### config.mk
export PLATFORM = sky130hd
export DESIGN_NAME = qhs_top
export DESIGN_NICKNAME = d
export VERILOG_FILES = /design/src/qhs_pkg.sv /design/src/qhs_fifo.sv /design/src/qhs_top.sv
export SDC_FILE = /design/constraint.sdc
export NUM_CORES = 2
export LEC_CHECK = 0
export BUFFER_PORTS_ARGS = -buffer_cell sky130_fd_sc_hd__clkbuf_2
export CORE_MARGIN = 10
export CORE_UTILIZATION = 55
export CTS_CLUSTER_DIAMETER = 80
export CTS_CLUSTER_SIZE = 20
export DETAILED_ROUTE_END_ITERATION = 16
export GPL_TIMING_DRIVEN = 0
export PLACE_DENSITY = 0.73
export REMOVE_ABC_BUFFERS = 1
export SETUP_SLACK_MARGIN = 0.15
export SYNTH_ARGS = -nofsm -noshare
export SYNTH_HDL_FRONTEND = slang
export SYNTH_SLANG_ARGS = --single-unit
### constraint.sdc
create_clock -name REF_CLK -period 7.6 [get_ports REF_CLK]
set_clock_uncertainty 0.1 [all_clocks]
set_input_delay 1.9 -clock REF_CLK [delete_from_list [all_inputs] [get_ports REF_CLK]]
set_output_delay 1.9 -clock REF_CLK [all_outputs]
set_load 0.01 [all_outputs]
### src/qhs_pkg.sv
// Shared constants and carrier types for the quad serial host port block
`default_nettype none

package qhs_pkg;

  localparam int NUM_CH       = 4;
  localparam int DATA_W       = 8;
  localparam int FIFO_DEPTH   = 64;
  localparam int ADDR_W       = 8;
  localparam int ADDR_TOP_BIT = 7;
  localparam int CH_SEL_HI    = 5;
  localparam int CH_SEL_LO    = 4;

  // Channel register offsets on address bits 3..0
  localparam logic [3:0] OFS_DATA = 4'h0;
  localparam logic [3:0] OFS_MCR  = 4'h4;
  localparam logic [3:0] OFS_MSR  = 4'h6;
  localparam logic [3:0] OFS_FEATURE_CONTROL_REG = 4'h8;

  // Device configuration register addresses
  localparam logic [7:0] OFS_INT0      = 8'h80;
  localparam logic [7:0] OFS_INT1      = 8'h81;
  localparam logic [7:0] OFS_INT2      = 8'h82;
  localparam logic [7:0] OFS_INT3      = 8'h83;
  localparam logic [7:0] OFS_TMR_CTL   = 8'h84;
  localparam logic [7:0] OFS_TMR_LSB   = 8'h85;
  localparam logic [7:0] OFS_TMR_MSB   = 8'h86;
  localparam logic [7:0] OFS_SW_RESET  = 8'h8a;
  localparam logic [7:0] OFS_GLOBAL_WR = 8'h8b;

  // Field positions
  localparam int MCR_DTR_BIT    = 0;
  localparam int MCR_RTS_BIT    = 1;
  localparam int MCR_IR_BIT     = 6;
  localparam int MCR_PRESC_BIT  = 7;
  localparam int FEATURE_CONTROL_REG_RXPOL_BIT = 4;
  localparam int GW_ALL_BIT     = 0;
  localparam int TMR_EN_BIT     = 0;
  localparam int TMR_EXT_BIT    = 1;

  // Values after reset
  localparam logic [7:0]  MCR_RST        = 8'h00;
  localparam logic [7:0]  FEATURE_CONTROL_REG_RST       = 8'h00;
  localparam logic [7:0]  GLOBAL_WR_RST  = 8'h00;
  localparam logic [7:0]  TMR_CTL_RST    = 8'h00;
  localparam logic [15:0] TMR_RELOAD_RST = 16'hffff;

  // Divide-by-4 prescaler wraps after this count
  localparam logic [1:0] PRESC_DIV4_LAST = 2'h3;

  // Hardware reset pulse: a least time, rounded up, never below one cycle
  localparam int CLK_PERIOD_NS = 40;
  localparam int RST_PULSE_NS  = 40;
  localparam int RST_PULSE_RAW = (RST_PULSE_NS + CLK_PERIOD_NS - 1) / CLK_PERIOD_NS;
  localparam int RST_PULSE_CYC = (RST_PULSE_RAW < 1) ? 1 : RST_PULSE_RAW;

  typedef struct packed {
    logic       cs_n;
    logic       rd_n;
    logic       wr_n;
    logic [7:0] addr;
    logic [7:0] wdata;
  } qhs_bus_s;

  typedef struct packed {
    logic [3:0] cd_n;
    logic [3:0] ri_n;
    logic [3:0] cts_n;
    logic [3:0] dsr_n;
  } qhs_modem_s;

endpackage

`default_nettype wire

### src/qhs_fifo.sv
// Byte FIFO used for each channel's transmit and receive queue
`default_nettype none

module qhs_fifo #(
  parameter int W     = 8,
  parameter int DEPTH = 64
) (
  input  wire logic         clk,
  input  wire logic         rst,
  input  wire logic         push,
  input  wire logic [W-1:0] push_data,
  input  wire logic         pop,
  output logic      [W-1:0] pop_data,
  output logic              not_empty,
  output logic              full
);

  localparam int PW = $clog2(DEPTH);

  typedef struct packed {
    logic [DEPTH-1:0][W-1:0] mem;
    logic [PW:0]             wp;
    logic [PW:0]             rp;
  } qhs_fifo_state_s;

  qhs_fifo_state_s s;
  qhs_fifo_state_s n;

  assign full      = (s.wp[PW] != s.rp[PW]) && (s.wp[PW-1:0] == s.rp[PW-1:0]);
  assign not_empty = (s.wp != s.rp);
  assign pop_data  = s.mem[s.rp[PW-1:0]];

  always_comb begin
    n = s;
    // A push into a full queue is dropped rather than overwriting the head
    if (push && !full) begin
      n.mem[s.wp[PW-1:0]] = push_data;
      n.wp                = s.wp + (PW+1)'(1);
    end
    if (pop && not_empty) begin
      n.rp = s.rp + (PW+1)'(1);
    end
    // Memory contents are left alone on reset; only the pointers matter
    if (rst) begin
      n.wp = '0;
      n.rp = '0;
    end
  end

  always_ff @(posedge clk) begin
    s <= n;
  end
endmodule

`default_nettype wire

### src/qhs_top.sv
// Quad serial controller host port: channel select, resets, strap and pin idle logic
`default_nettype none

module qhs_top (
  input  wire logic            REF_CLK,
  input  wire logic            SYS_RST,
  input  wire logic            HW_RESET_N,
  input  wire logic            BUS_STYLE_SEL,
  input  wire logic            CS_N,
  input  wire logic            READ_STROBE_N,
  input  wire logic            WRITE_STROBE_N,
  input  wire logic [7:0]      ADDR,
  input  wire logic [7:0]      DATA_IN,
  output logic      [7:0]      DATA_OUT,
  output logic                 DATA_OE_N,
  input  wire logic            INFRARED_BOOT_STRAP,
  input  wire logic            TIMER_EXT_CLOCK,
  input  wire logic [3:0]      SERIAL_IN,
  output logic      [3:0]      SERIAL_OUT,
  output logic      [3:0]      RX_MARK,
  output logic      [3:0]      PRESCALE_TICK,
  output logic      [3:0]      REQUEST_SEND_OUT_N,
  output logic      [3:0]      TERMINAL_READY_OUT_N,
  input  wire logic [3:0]      CLEAR_SEND_IN_N,
  input  wire logic [3:0]      SET_READY_IN_N,
  input  wire logic [3:0]      CARRIER_DETECT_IN_N,
  input  wire logic [3:0]      RING_INDICATOR_IN_N,
  output logic      [3:0][7:0] TX_FIFO_DATA,
  output logic      [3:0]      TX_FIFO_VALID,
  input  wire logic [3:0]      TX_FIFO_POP,
  input  wire logic [3:0][7:0] RX_FIFO_DATA_IN,
  input  wire logic [3:0]      RX_FIFO_PUSH,
  output logic      [3:0]      RX_FIFO_FULL
);

  typedef struct packed {
    qhs_pkg::qhs_bus_s   bus1;
    qhs_pkg::qhs_bus_s   bus2;
    qhs_pkg::qhs_modem_s mdm1;
    qhs_pkg::qhs_modem_s mdm2;
    logic [1:0]          strap;
    logic [1:0]          style;
    logic [1:0]          hwrst;
    logic [2:0]          timer_ext_clock;
    logic [3:0]          rx1;
    logic [3:0]          rx2;
    logic [1:0]          hw_cnt;
    logic                rd_prev;
    logic                wr_prev;
    logic [3:0][7:0]     modem_control_reg;
    logic [3:0][7:0]     feature_control_reg;
    logic [7:0]          gw;
    logic [7:0]          tmr_ctl;
    logic [15:0]         tmr_reload;
    logic [15:0]         tmr_cnt;
    logic                tmr_done;
    logic [3:0][1:0]     presc;
    logic [3:0]          presc_tick;
    logic [3:0]          sout;
    logic [3:0]          rx_mark;
    logic [3:0]          rts_n;
    logic [3:0]          dtr_n;
    logic [3:0]          fifo_rst;
    logic [7:0]          rdata;
    logic                rd_act;
  } qhs_state_s;

  qhs_state_s s;
  qhs_state_s n;

  // One-hot channel from an address; reserved space selects none
  function automatic logic [3:0] ch_onehot(input logic [7:0] a);
    ch_onehot = 4'h0;
    if (!a[qhs_pkg::ADDR_TOP_BIT]) begin
      ch_onehot[a[qhs_pkg::CH_SEL_HI:qhs_pkg::CH_SEL_LO]] = 1'b1;
    end
  endfunction

  logic             style_first;
  logic             rd_cond;
  logic             wr_cond;
  logic             rd_start;
  logic             wr_start;
  logic             hw_act;
  logic [3:0]       wr_tgt;
  logic [3:0]       tx_push;
  logic [3:0]       rx_pop;
  logic [3:0]       tx_full;
  logic [3:0][7:0]  rx_head;
  logic [3:0]       rx_ne;
  logic             tmr_tick;
  logic [3:0]       rd_sel;

  assign style_first = s.style[1];
  // Second style: write strobe pin is read/not-write, chip select times the access
  assign rd_cond  = !s.bus2.cs_n && (style_first ? !s.bus2.rd_n : s.bus2.wr_n);
  assign wr_cond  = !s.bus2.cs_n && !s.bus2.wr_n;
  assign rd_start = rd_cond && !s.rd_prev;
  assign wr_start = wr_cond && !s.wr_prev;
  assign hw_act   = (32'(s.hw_cnt) >= qhs_pkg::RST_PULSE_CYC);
  assign rd_sel   = ch_onehot(s.bus2.addr);
  // Broadcast ignores the channel bits but never reaches reserved space
  assign wr_tgt   = (s.gw[qhs_pkg::GW_ALL_BIT] && !s.bus2.addr[qhs_pkg::ADDR_TOP_BIT]) ?
                    4'hf : ch_onehot(s.bus2.addr);
  assign tmr_tick = s.tmr_ctl[qhs_pkg::TMR_EXT_BIT] ? (s.timer_ext_clock[1] && !s.timer_ext_clock[2]) : 1'b1;

  genvar g;
  generate
    for (g = 0; g < qhs_pkg::NUM_CH; g++) begin : g_ch
      assign tx_push[g] = wr_start && wr_tgt[g] && (s.bus2.addr[3:0] == qhs_pkg::OFS_DATA);
      assign rx_pop[g]  = rd_start && rd_sel[g] && (s.bus2.addr[3:0] == qhs_pkg::OFS_DATA);
      qhs_fifo #(.W(qhs_pkg::DATA_W), .DEPTH(qhs_pkg::FIFO_DEPTH)) u_tx_fifo (
        .clk       (REF_CLK),
        .rst       (s.fifo_rst[g] || SYS_RST),
        .push      (tx_push[g]),
        .push_data (s.bus2.wdata),
        .pop       (TX_FIFO_POP[g]),
        .pop_data  (TX_FIFO_DATA[g]),
        .not_empty (TX_FIFO_VALID[g]),
        .full      (tx_full[g])
      );
      qhs_fifo #(.W(qhs_pkg::DATA_W), .DEPTH(qhs_pkg::FIFO_DEPTH)) u_rx_fifo (
        .clk       (REF_CLK),
        .rst       (s.fifo_rst[g] || SYS_RST),
        .push      (RX_FIFO_PUSH[g]),
        .push_data (RX_FIFO_DATA_IN[g]),
        .pop       (rx_pop[g]),
        .pop_data  (rx_head[g]),
        .not_empty (rx_ne[g]),
        .full      (RX_FIFO_FULL[g])
      );
    end
  endgenerate

  always_comb begin
    logic [3:0] ch_rst;
    logic [1:0] idx;
    ch_rst = 4'h0;
    idx    = s.bus2.addr[qhs_pkg::CH_SEL_HI:qhs_pkg::CH_SEL_LO];
    n = s;
    // Two flip-flop synchronisers for every pin from outside the clock domain
    n.bus1  = '{cs_n: CS_N, rd_n: READ_STROBE_N, wr_n: WRITE_STROBE_N,
                addr: ADDR, wdata: DATA_IN};
    n.bus2  = s.bus1;
    n.mdm1  = '{cd_n: CARRIER_DETECT_IN_N, ri_n: RING_INDICATOR_IN_N,
                cts_n: CLEAR_SEND_IN_N, dsr_n: SET_READY_IN_N};
    n.mdm2  = s.mdm1;
    n.strap = {s.strap[0], INFRARED_BOOT_STRAP};
    n.style = {s.style[0], BUS_STYLE_SEL};
    n.hwrst = {s.hwrst[0], HW_RESET_N};
    n.timer_ext_clock = {s.timer_ext_clock[1:0], TIMER_EXT_CLOCK};
    n.rx1   = SERIAL_IN;
    n.rx2   = s.rx1;
    n.rd_prev = rd_cond;
    n.wr_prev = wr_cond;
    n.rd_act  = rd_cond;
    // Low time on the reset pin is counted so a glitch shorter than the pulse is ignored
    if (s.hwrst[1]) begin
      n.hw_cnt = 2'h0;
    end else if (s.hw_cnt != 2'h3) begin
      n.hw_cnt = s.hw_cnt + 2'h1;
    end

    // Register writes
    if (wr_start) begin
      for (int c = 0; c < qhs_pkg::NUM_CH; c++) begin
        if (wr_tgt[c]) begin
          case (s.bus2.addr[3:0])
            qhs_pkg::OFS_MCR:  n.modem_control_reg[c]  = s.bus2.wdata;
            qhs_pkg::OFS_FEATURE_CONTROL_REG: n.feature_control_reg[c] = s.bus2.wdata;
            default:           n.modem_control_reg[c]  = n.modem_control_reg[c];
          endcase
        end
      end
      case (s.bus2.addr)
        qhs_pkg::OFS_TMR_CTL:   n.tmr_ctl = s.bus2.wdata;
        qhs_pkg::OFS_TMR_LSB:   n.tmr_reload[7:0] = s.bus2.wdata;
        qhs_pkg::OFS_TMR_MSB: begin
          n.tmr_reload[15:8] = s.bus2.wdata;
          n.tmr_cnt          = {s.bus2.wdata, s.tmr_reload[7:0]};
        end
        qhs_pkg::OFS_GLOBAL_WR: n.gw = s.bus2.wdata;
        qhs_pkg::OFS_SW_RESET:  ch_rst = s.bus2.wdata[3:0];
        default:                n.gw = n.gw;
      endcase
    end

    // Register reads; data is captured at the start of the access
    if (rd_start) begin
      if (s.bus2.addr[qhs_pkg::ADDR_TOP_BIT]) begin
        case (s.bus2.addr)
          qhs_pkg::OFS_INT0:      n.rdata = {3'h0, s.tmr_done, rx_ne};
          qhs_pkg::OFS_INT1:      n.rdata = {4'h0, ~TX_FIFO_VALID};
          qhs_pkg::OFS_INT2:      n.rdata = {4'h0, ~s.mdm2.cts_n};
          qhs_pkg::OFS_INT3:      n.rdata = {7'h00, s.tmr_done};
          qhs_pkg::OFS_TMR_CTL:   n.rdata = s.tmr_ctl;
          qhs_pkg::OFS_TMR_LSB:   n.rdata = s.tmr_cnt[7:0];
          qhs_pkg::OFS_TMR_MSB:   n.rdata = s.tmr_cnt[15:8];
          qhs_pkg::OFS_GLOBAL_WR: n.rdata = s.gw;
          default:                n.rdata = 8'h00;
        endcase
        // Reading the first source register acknowledges the timer event
        if (s.bus2.addr == qhs_pkg::OFS_INT0) begin
          n.tmr_done = 1'b0;
        end
      end else begin
        case (s.bus2.addr[3:0])
          qhs_pkg::OFS_DATA: n.rdata = rx_ne[idx] ? rx_head[idx] : 8'h00;
          qhs_pkg::OFS_MCR:  n.rdata = s.modem_control_reg[idx];
          qhs_pkg::OFS_MSR:  n.rdata = {~s.mdm2.cd_n[idx], ~s.mdm2.ri_n[idx],
                                        ~s.mdm2.dsr_n[idx], ~s.mdm2.cts_n[idx], 4'h0};
          qhs_pkg::OFS_FEATURE_CONTROL_REG: n.rdata = s.feature_control_reg[idx];
          default:           n.rdata = 8'h00;
        endcase
      end
    end

    // Timer: down counter with reload; its event wins over an acknowledge
    if (s.tmr_ctl[qhs_pkg::TMR_EN_BIT] && tmr_tick) begin
      if (s.tmr_cnt == 16'h0000) begin
        n.tmr_cnt  = s.tmr_reload;
        n.tmr_done = 1'b1;
      end else begin
        n.tmr_cnt = s.tmr_cnt - 16'h0001;
      end
    end

    // Whole-device resets
    if (SYS_RST || hw_act) begin
      ch_rst     = 4'hf;
      n.gw       = qhs_pkg::GLOBAL_WR_RST;
      n.tmr_ctl  = qhs_pkg::TMR_CTL_RST;
      n.tmr_reload = qhs_pkg::TMR_RELOAD_RST;
      n.tmr_cnt  = qhs_pkg::TMR_RELOAD_RST;
      n.tmr_done = 1'b0;
    end
    n.fifo_rst = ch_rst;

    for (int c = 0; c < qhs_pkg::NUM_CH; c++) begin
      if (ch_rst[c]) begin
        n.modem_control_reg[c]  = qhs_pkg::MCR_RST;
        n.feature_control_reg[c] = qhs_pkg::FEATURE_CONTROL_REG_RST;
        n.presc[c] = 2'h0;
        // Strap is re-sampled on every reset so all channels can boot in infrared
        n.modem_control_reg[c][qhs_pkg::MCR_IR_BIT] = s.strap[1];
      end else if (s.modem_control_reg[c][qhs_pkg::MCR_PRESC_BIT]) begin
        n.presc[c] = (s.presc[c] == qhs_pkg::PRESC_DIV4_LAST) ? 2'h0 : s.presc[c] + 2'h1;
      end else begin
        n.presc[c] = 2'h0;
      end
      n.presc_tick[c] = !ch_rst[c] && (!s.modem_control_reg[c][qhs_pkg::MCR_PRESC_BIT] ||
                        s.presc[c] == qhs_pkg::PRESC_DIV4_LAST);
      // Idle level only; the shifter that would drive data here is not in this block
      n.sout[c]  = !n.modem_control_reg[c][qhs_pkg::MCR_IR_BIT];
      n.rts_n[c] = !n.modem_control_reg[c][qhs_pkg::MCR_RTS_BIT];
      n.dtr_n[c] = !n.modem_control_reg[c][qhs_pkg::MCR_DTR_BIT];
      if (!s.modem_control_reg[c][qhs_pkg::MCR_IR_BIT]) begin
        n.rx_mark[c] = s.rx2[c];
      end else begin
        // Either setting of the polarity bit takes a low level as mark
        n.rx_mark[c] = !s.rx2[c];
      end
    end

    if (SYS_RST) begin
      n.hw_cnt  = 2'h0;
      n.rd_prev = 1'b0;
      n.wr_prev = 1'b0;
      n.rd_act  = 1'b0;
      n.rdata   = 8'h00;
    end
  end

  always_ff @(posedge REF_CLK) begin
    s <= n;
  end

  assign DATA_OUT             = s.rdata;
  assign DATA_OE_N            = !s.rd_act;
  assign SERIAL_OUT           = s.sout;
  assign RX_MARK              = s.rx_mark;
  assign PRESCALE_TICK        = s.presc_tick;
  assign REQUEST_SEND_OUT_N   = s.rts_n;
  assign TERMINAL_READY_OUT_N = s.dtr_n;
endmodule

`default_nettype wire

# Word level (Yosys, flattened, before mapping)
# Cells that the tools add are included.
[word_totals]
reg_bits = 4452
inputBits = 85
out_inout_bits = 69
wordCells = 919
[classes]
n_addsub = 22
n_lt_le_gt_ge = 27
eq_ne = 41
n_mux = 105
bitwise = 10
n_reduce_logical = 130
[ops]
columns = ["cell", "n"]
rows = [
  ["512-bit bitwise mux", 8],
  ["8-bit binary-select mux with 6-bit select", 8],
  ["8-bit demux with 6-bit select", 8],
  ["8-bit 2-to-1 mux", 39],
  ["7-bit by 1-bit adder with 7-bit output, second input constant", 16],
  ["6-bit by 7-bit < comparator with 1-bit output, second input constant", 16],
  ["111-bit 2-to-1 mux", 1],
  ["8-bit equality test, second input constant", 9],
  ["8-bit one-hot mux with 8 select lines", 1],
  ["1-bit logical AND", 60],
  ["7-bit != test", 8],
  ["8-bit binary-select mux with 2-bit select", 3],
  ["6-bit equality test", 8],
  ["6-bit by 1-bit greater-or-equal comparator with 1-bit output, second input constant", 8],
  ["7-bit 2-to-1 mux", 6],
  ["1-bit logical NOT", 39],
  ["16-bit 2-to-1 mux", 2],
  ["8-bit one-hot mux with 4 select lines", 1],
  ["3-bit AND reduction", 8],
  ["4-bit 2-to-1 mux", 5],
  ["17-bit 2-to-1 mux", 1],
  ["16-bit logical NOT", 1],
  ["1-bit 2-to-1 mux", 16],
  ["16-bit by 1-bit subtractor with 16-bit output, second input constant", 1],
  ["18 further kinds", 62],
]

# Longest topological paths before layout
[depth]
ltp_word = 10
ltp_mapped = 12
depth_no_buf = 9

# Cells and area by module
# Synthesis repeated with hierarchy kept, for this count alone.
[hier_totals]
hier_cells = 9405
area_unflattened_um2 = 176518.0
[modules_own_cells]
columns = ["module", "instances", "cells_each", "area_each_um2", "seq_area_each_um2"]
rows = [
  ["qhs_fifo (g_ch[0].u_rx_fifo ...)", 7, 1060, 20852.5, 15655.0],
  ["qhs_fifo (g_ch[3].u_tx_fifo)", 1, 1050, 20883.8, 15655.0],
  ["qhs_top", 1, 935, 9666.8, 4884.7],
]

# Least setup slack after synthesis
# Ideal clock, no wire load.
[synth_timing]
kind = "register to register"
startpoint = "register s[208] in the netlist's numbering"
endpoint = "register s[103] in the netlist's numbering"
setup_time_ps = 133
arrival_ps = 4302
required_time_ps = 7367
path_slack_ps = 3065
stages_incl_launch_ff = 6
n_path_buf = 2
period_less_slack_ps = 4535
cell_sequence = "dfxtp_1 -> nand2_1 -> nand2_1 -> buf_2 -> buf_2 -> a21oi_1"
[synth_lines]
columns = ["item", "line", "source"]
rows = [
  ["start: declaration", "qhs_top.sv:68", "qhs_state_s s;"],
  ["start signal: assignment", "qhs_top.sv:275", "s <= n;"],
]

==> results_dict.tcl <==
set metrics [dict create \
    route.detailed.drc 0 \
    fin_nets 8813 \
    async_reset_ff_share_pct 0 \
    grt_pass1_wl_um 574000 \
    finalHoldViolCount 0 \
    track_usage_pct 22.3 \
    cap_violations 1 \
    hold_class "register to register" \
    tightestPinTransition_ps 1510 \
    core_area_sq_um 315000 \
    cp-end-kind "output port" \
    max_freq_ghz 0.152 \
    finalPower_mw 42.0 \
    final_util_pct 59.5 \
    clk_pin_slew_ps 80 \
    globalplace.congestion 0.862 \
    critical_path.max_stage_delay_ps 850 \
    crit_required_ps 5600 \
    die_y_um 582 \
    postCtsSetupRepairBufs 0 \
    dieArea_sq_um 339000 \
    post_cts_resized 0 \
    row_count 206 \
    cts_tree "done" \
    routedWlPerCell_um 29.7 \
    synth-edff-count 4096 \
    finalWirelength_um 387000 \
    synth_cells 8725 \
    setup_viol 0 \
    rsz0062_at_grt "no" \
    final_common_cell "edfxtp_1" \
    hold_slack_ps 227 \
    worst-path-buf-inv 4 \
    failed_checks "max-capacitance violations, max-slew violations" \
    yosysWarnings 0 \
    synth_area_sq_um 174000 \
    antenna_found_initial 13 \
    synth_cell_types 98 \
    post-route-period-util_pct 86.3 \
    fin_crit_ps 6560 \
    clock-sinks 4452 \
    yosysSeqAreaShare_pct 74.8 \
    start_kind "register" \
    maxSlewHeadroom_pct -0.628 \
    cp_max_fo 38 \
    ir_worst_vdd_mv 0.216 \
    area_delta_synth_final_pct 7.79 \
    die_w_um 582 \
    path_cells "buf_16, buf_16, buf_16, mux4_2, mux4_2, mux4_2, clkbuf_2" \
    grt_pass1_vias 85000 \
    drt_iter0_markers 10500 \
    hold_buffers 0 \
    root_buffer "clkbuf_16" \
    cts_buffers 264 \
    vias 84500 \
    final_cell_mix "edfxtp_1, mux4_2, nor2_1" \
    vias_per_cell 6.48 \
    dp_hpwl_um 239000 \
    io_buffers 153 \
    avgSynthCellArea_sq_um 19.9 \
    synth_seq_cells 4452 \
    ios 154 \
    grt_start_max_net_pins 98 \
    start_util_pct 55.2 \
    htreeDepth 5 \
    cts_buffer_depth 4 \
    clkLatencyLatePin_ps 920 \
    critPathSlowestCell "dfxtp_4" \
    layout-drive-gt1-share_pct 20.3 \
    p_leak_nw 55.5 \
    crit_family "multiplexers" \
    grt_overflow_total 0 \
    status "finished, violations left" \
    postRouteAntennaNets 0 \
    timing.critical_path.arrival_ps 4560 \
    power_density_nw_per_um2 224 \
    synthFlopType "edfxtp_1" \
    worstSetupPathType "register to output port" \
    first_pass_iters 10 \
    final_max_slew_viol_count 25 \
]
==> routing by layer <==
metal / vias to the layer above / GRT usage (%) / share of wire (%)
li1: 35300 / - / -
met1: 44500 / 31.5 / 39
met2: 4014 / 36.0 / 49
met3: 693 / 3.50 / 8.4
met4: 8 / 7.46 / 3.8
met5: - / 0 / 0.013
==> cell type report <==
cell class / count / area (sq um)
inverter: 42 / 158
clock inverter: 30 / 417
clock buffer: 406 / 7290
multi-input combinational: 3684 / 40800
timing repair buffer: 260 / 3340
fill: 21700 / 127000
tap: 4160 / 5200
antenna: 5 / 12.5
sequential: 4452 / 130000
==> cells by family (layout without fill, tap and decap cells) <==
family                     after synthesis  in the layout  synth area share [%]
DFF                                   4452           4452                  74.8
and+or+nand+nor                       1496           1496                  4.02
muxes                                 1440           1440                  16.2
buffers and inverters                  589            738                  1.74
AOI/OAI and AO/OA                      570            570                  2.25
xor gates and xnor gates               154            154                 0.775
adders and majority gates               24             24                 0.173
other                                    0              5                     0
==> state kept, by name, summed over array words and instances, names as in the netlist <==
name                  count
RX_MARK                   4
TERMINAL_READY_OUT_N      4
g_ch.u_rx_fifo.s       2104
SERIAL_OUT                4
DATA_OUT                  8
PRESCALE_TICK             4
g_ch.u_tx_fifo.s       2104
REQUEST_SEND_OUT_N        4
s                       172
n                        44
==> cells in the mapped netlist, drive strengths merged (79+ instances only) <==
library cell | count | area share [%]
clkbuf | 223 | 0.48
a21oi | 126 | 0.36
o21ai | 79 | 0.23
edfxtp | 4096 | 71
nand3 | 130 | 0.38
dfxtp | 356 | 4.1
xor2 | 88 | 0.44
buf | 324 | 1.2
nor2 | 745 | 1.6
mux2i | 306 | 1.8
mux4 | 1103 | 14
nand2 | 257 | 0.55
==> metrics by stage <==
step                      worst slack, ps  cell area (sq um)  std cells  setup TNS, ps
after detailed placement             1860             179000      12600              0
after global placement              -4190             177000      12500              -
after global routing                  760             188000      13000              0
after floorplan                     -1420             171000       8178         -47240
after CTS                             838             187000      13000              0
final                                1040             188000      13000              0
==> power by group <==
part / internal (mW) / switching (mW) / leakage (nW)
Clock: 6.75 / 7.78 / 3.69
Combinational: 0.152 / 0.558 / 12.0
Sequential: 26.7 / 0.0749 / 39.8
Total: 33.6 / 8.41 / 55.5
==> final timing paths <==
kind / startpoint / endpoint / slack (ps) / cells past startpoint
min: n[209] / s[209] / 230 / 0
min reg2reg: n[209] / s[209] / 230 / 0
max reg2reg: s[220] / g_ch[2].u_tx_fifo.s[56] / 2560 / 7
max: g_ch[2].u_tx_fifo.s[0] / TX_FIFO_DATA[20] / 1040 / 7
No activity file was read; power rests on OpenSTA's default activity.
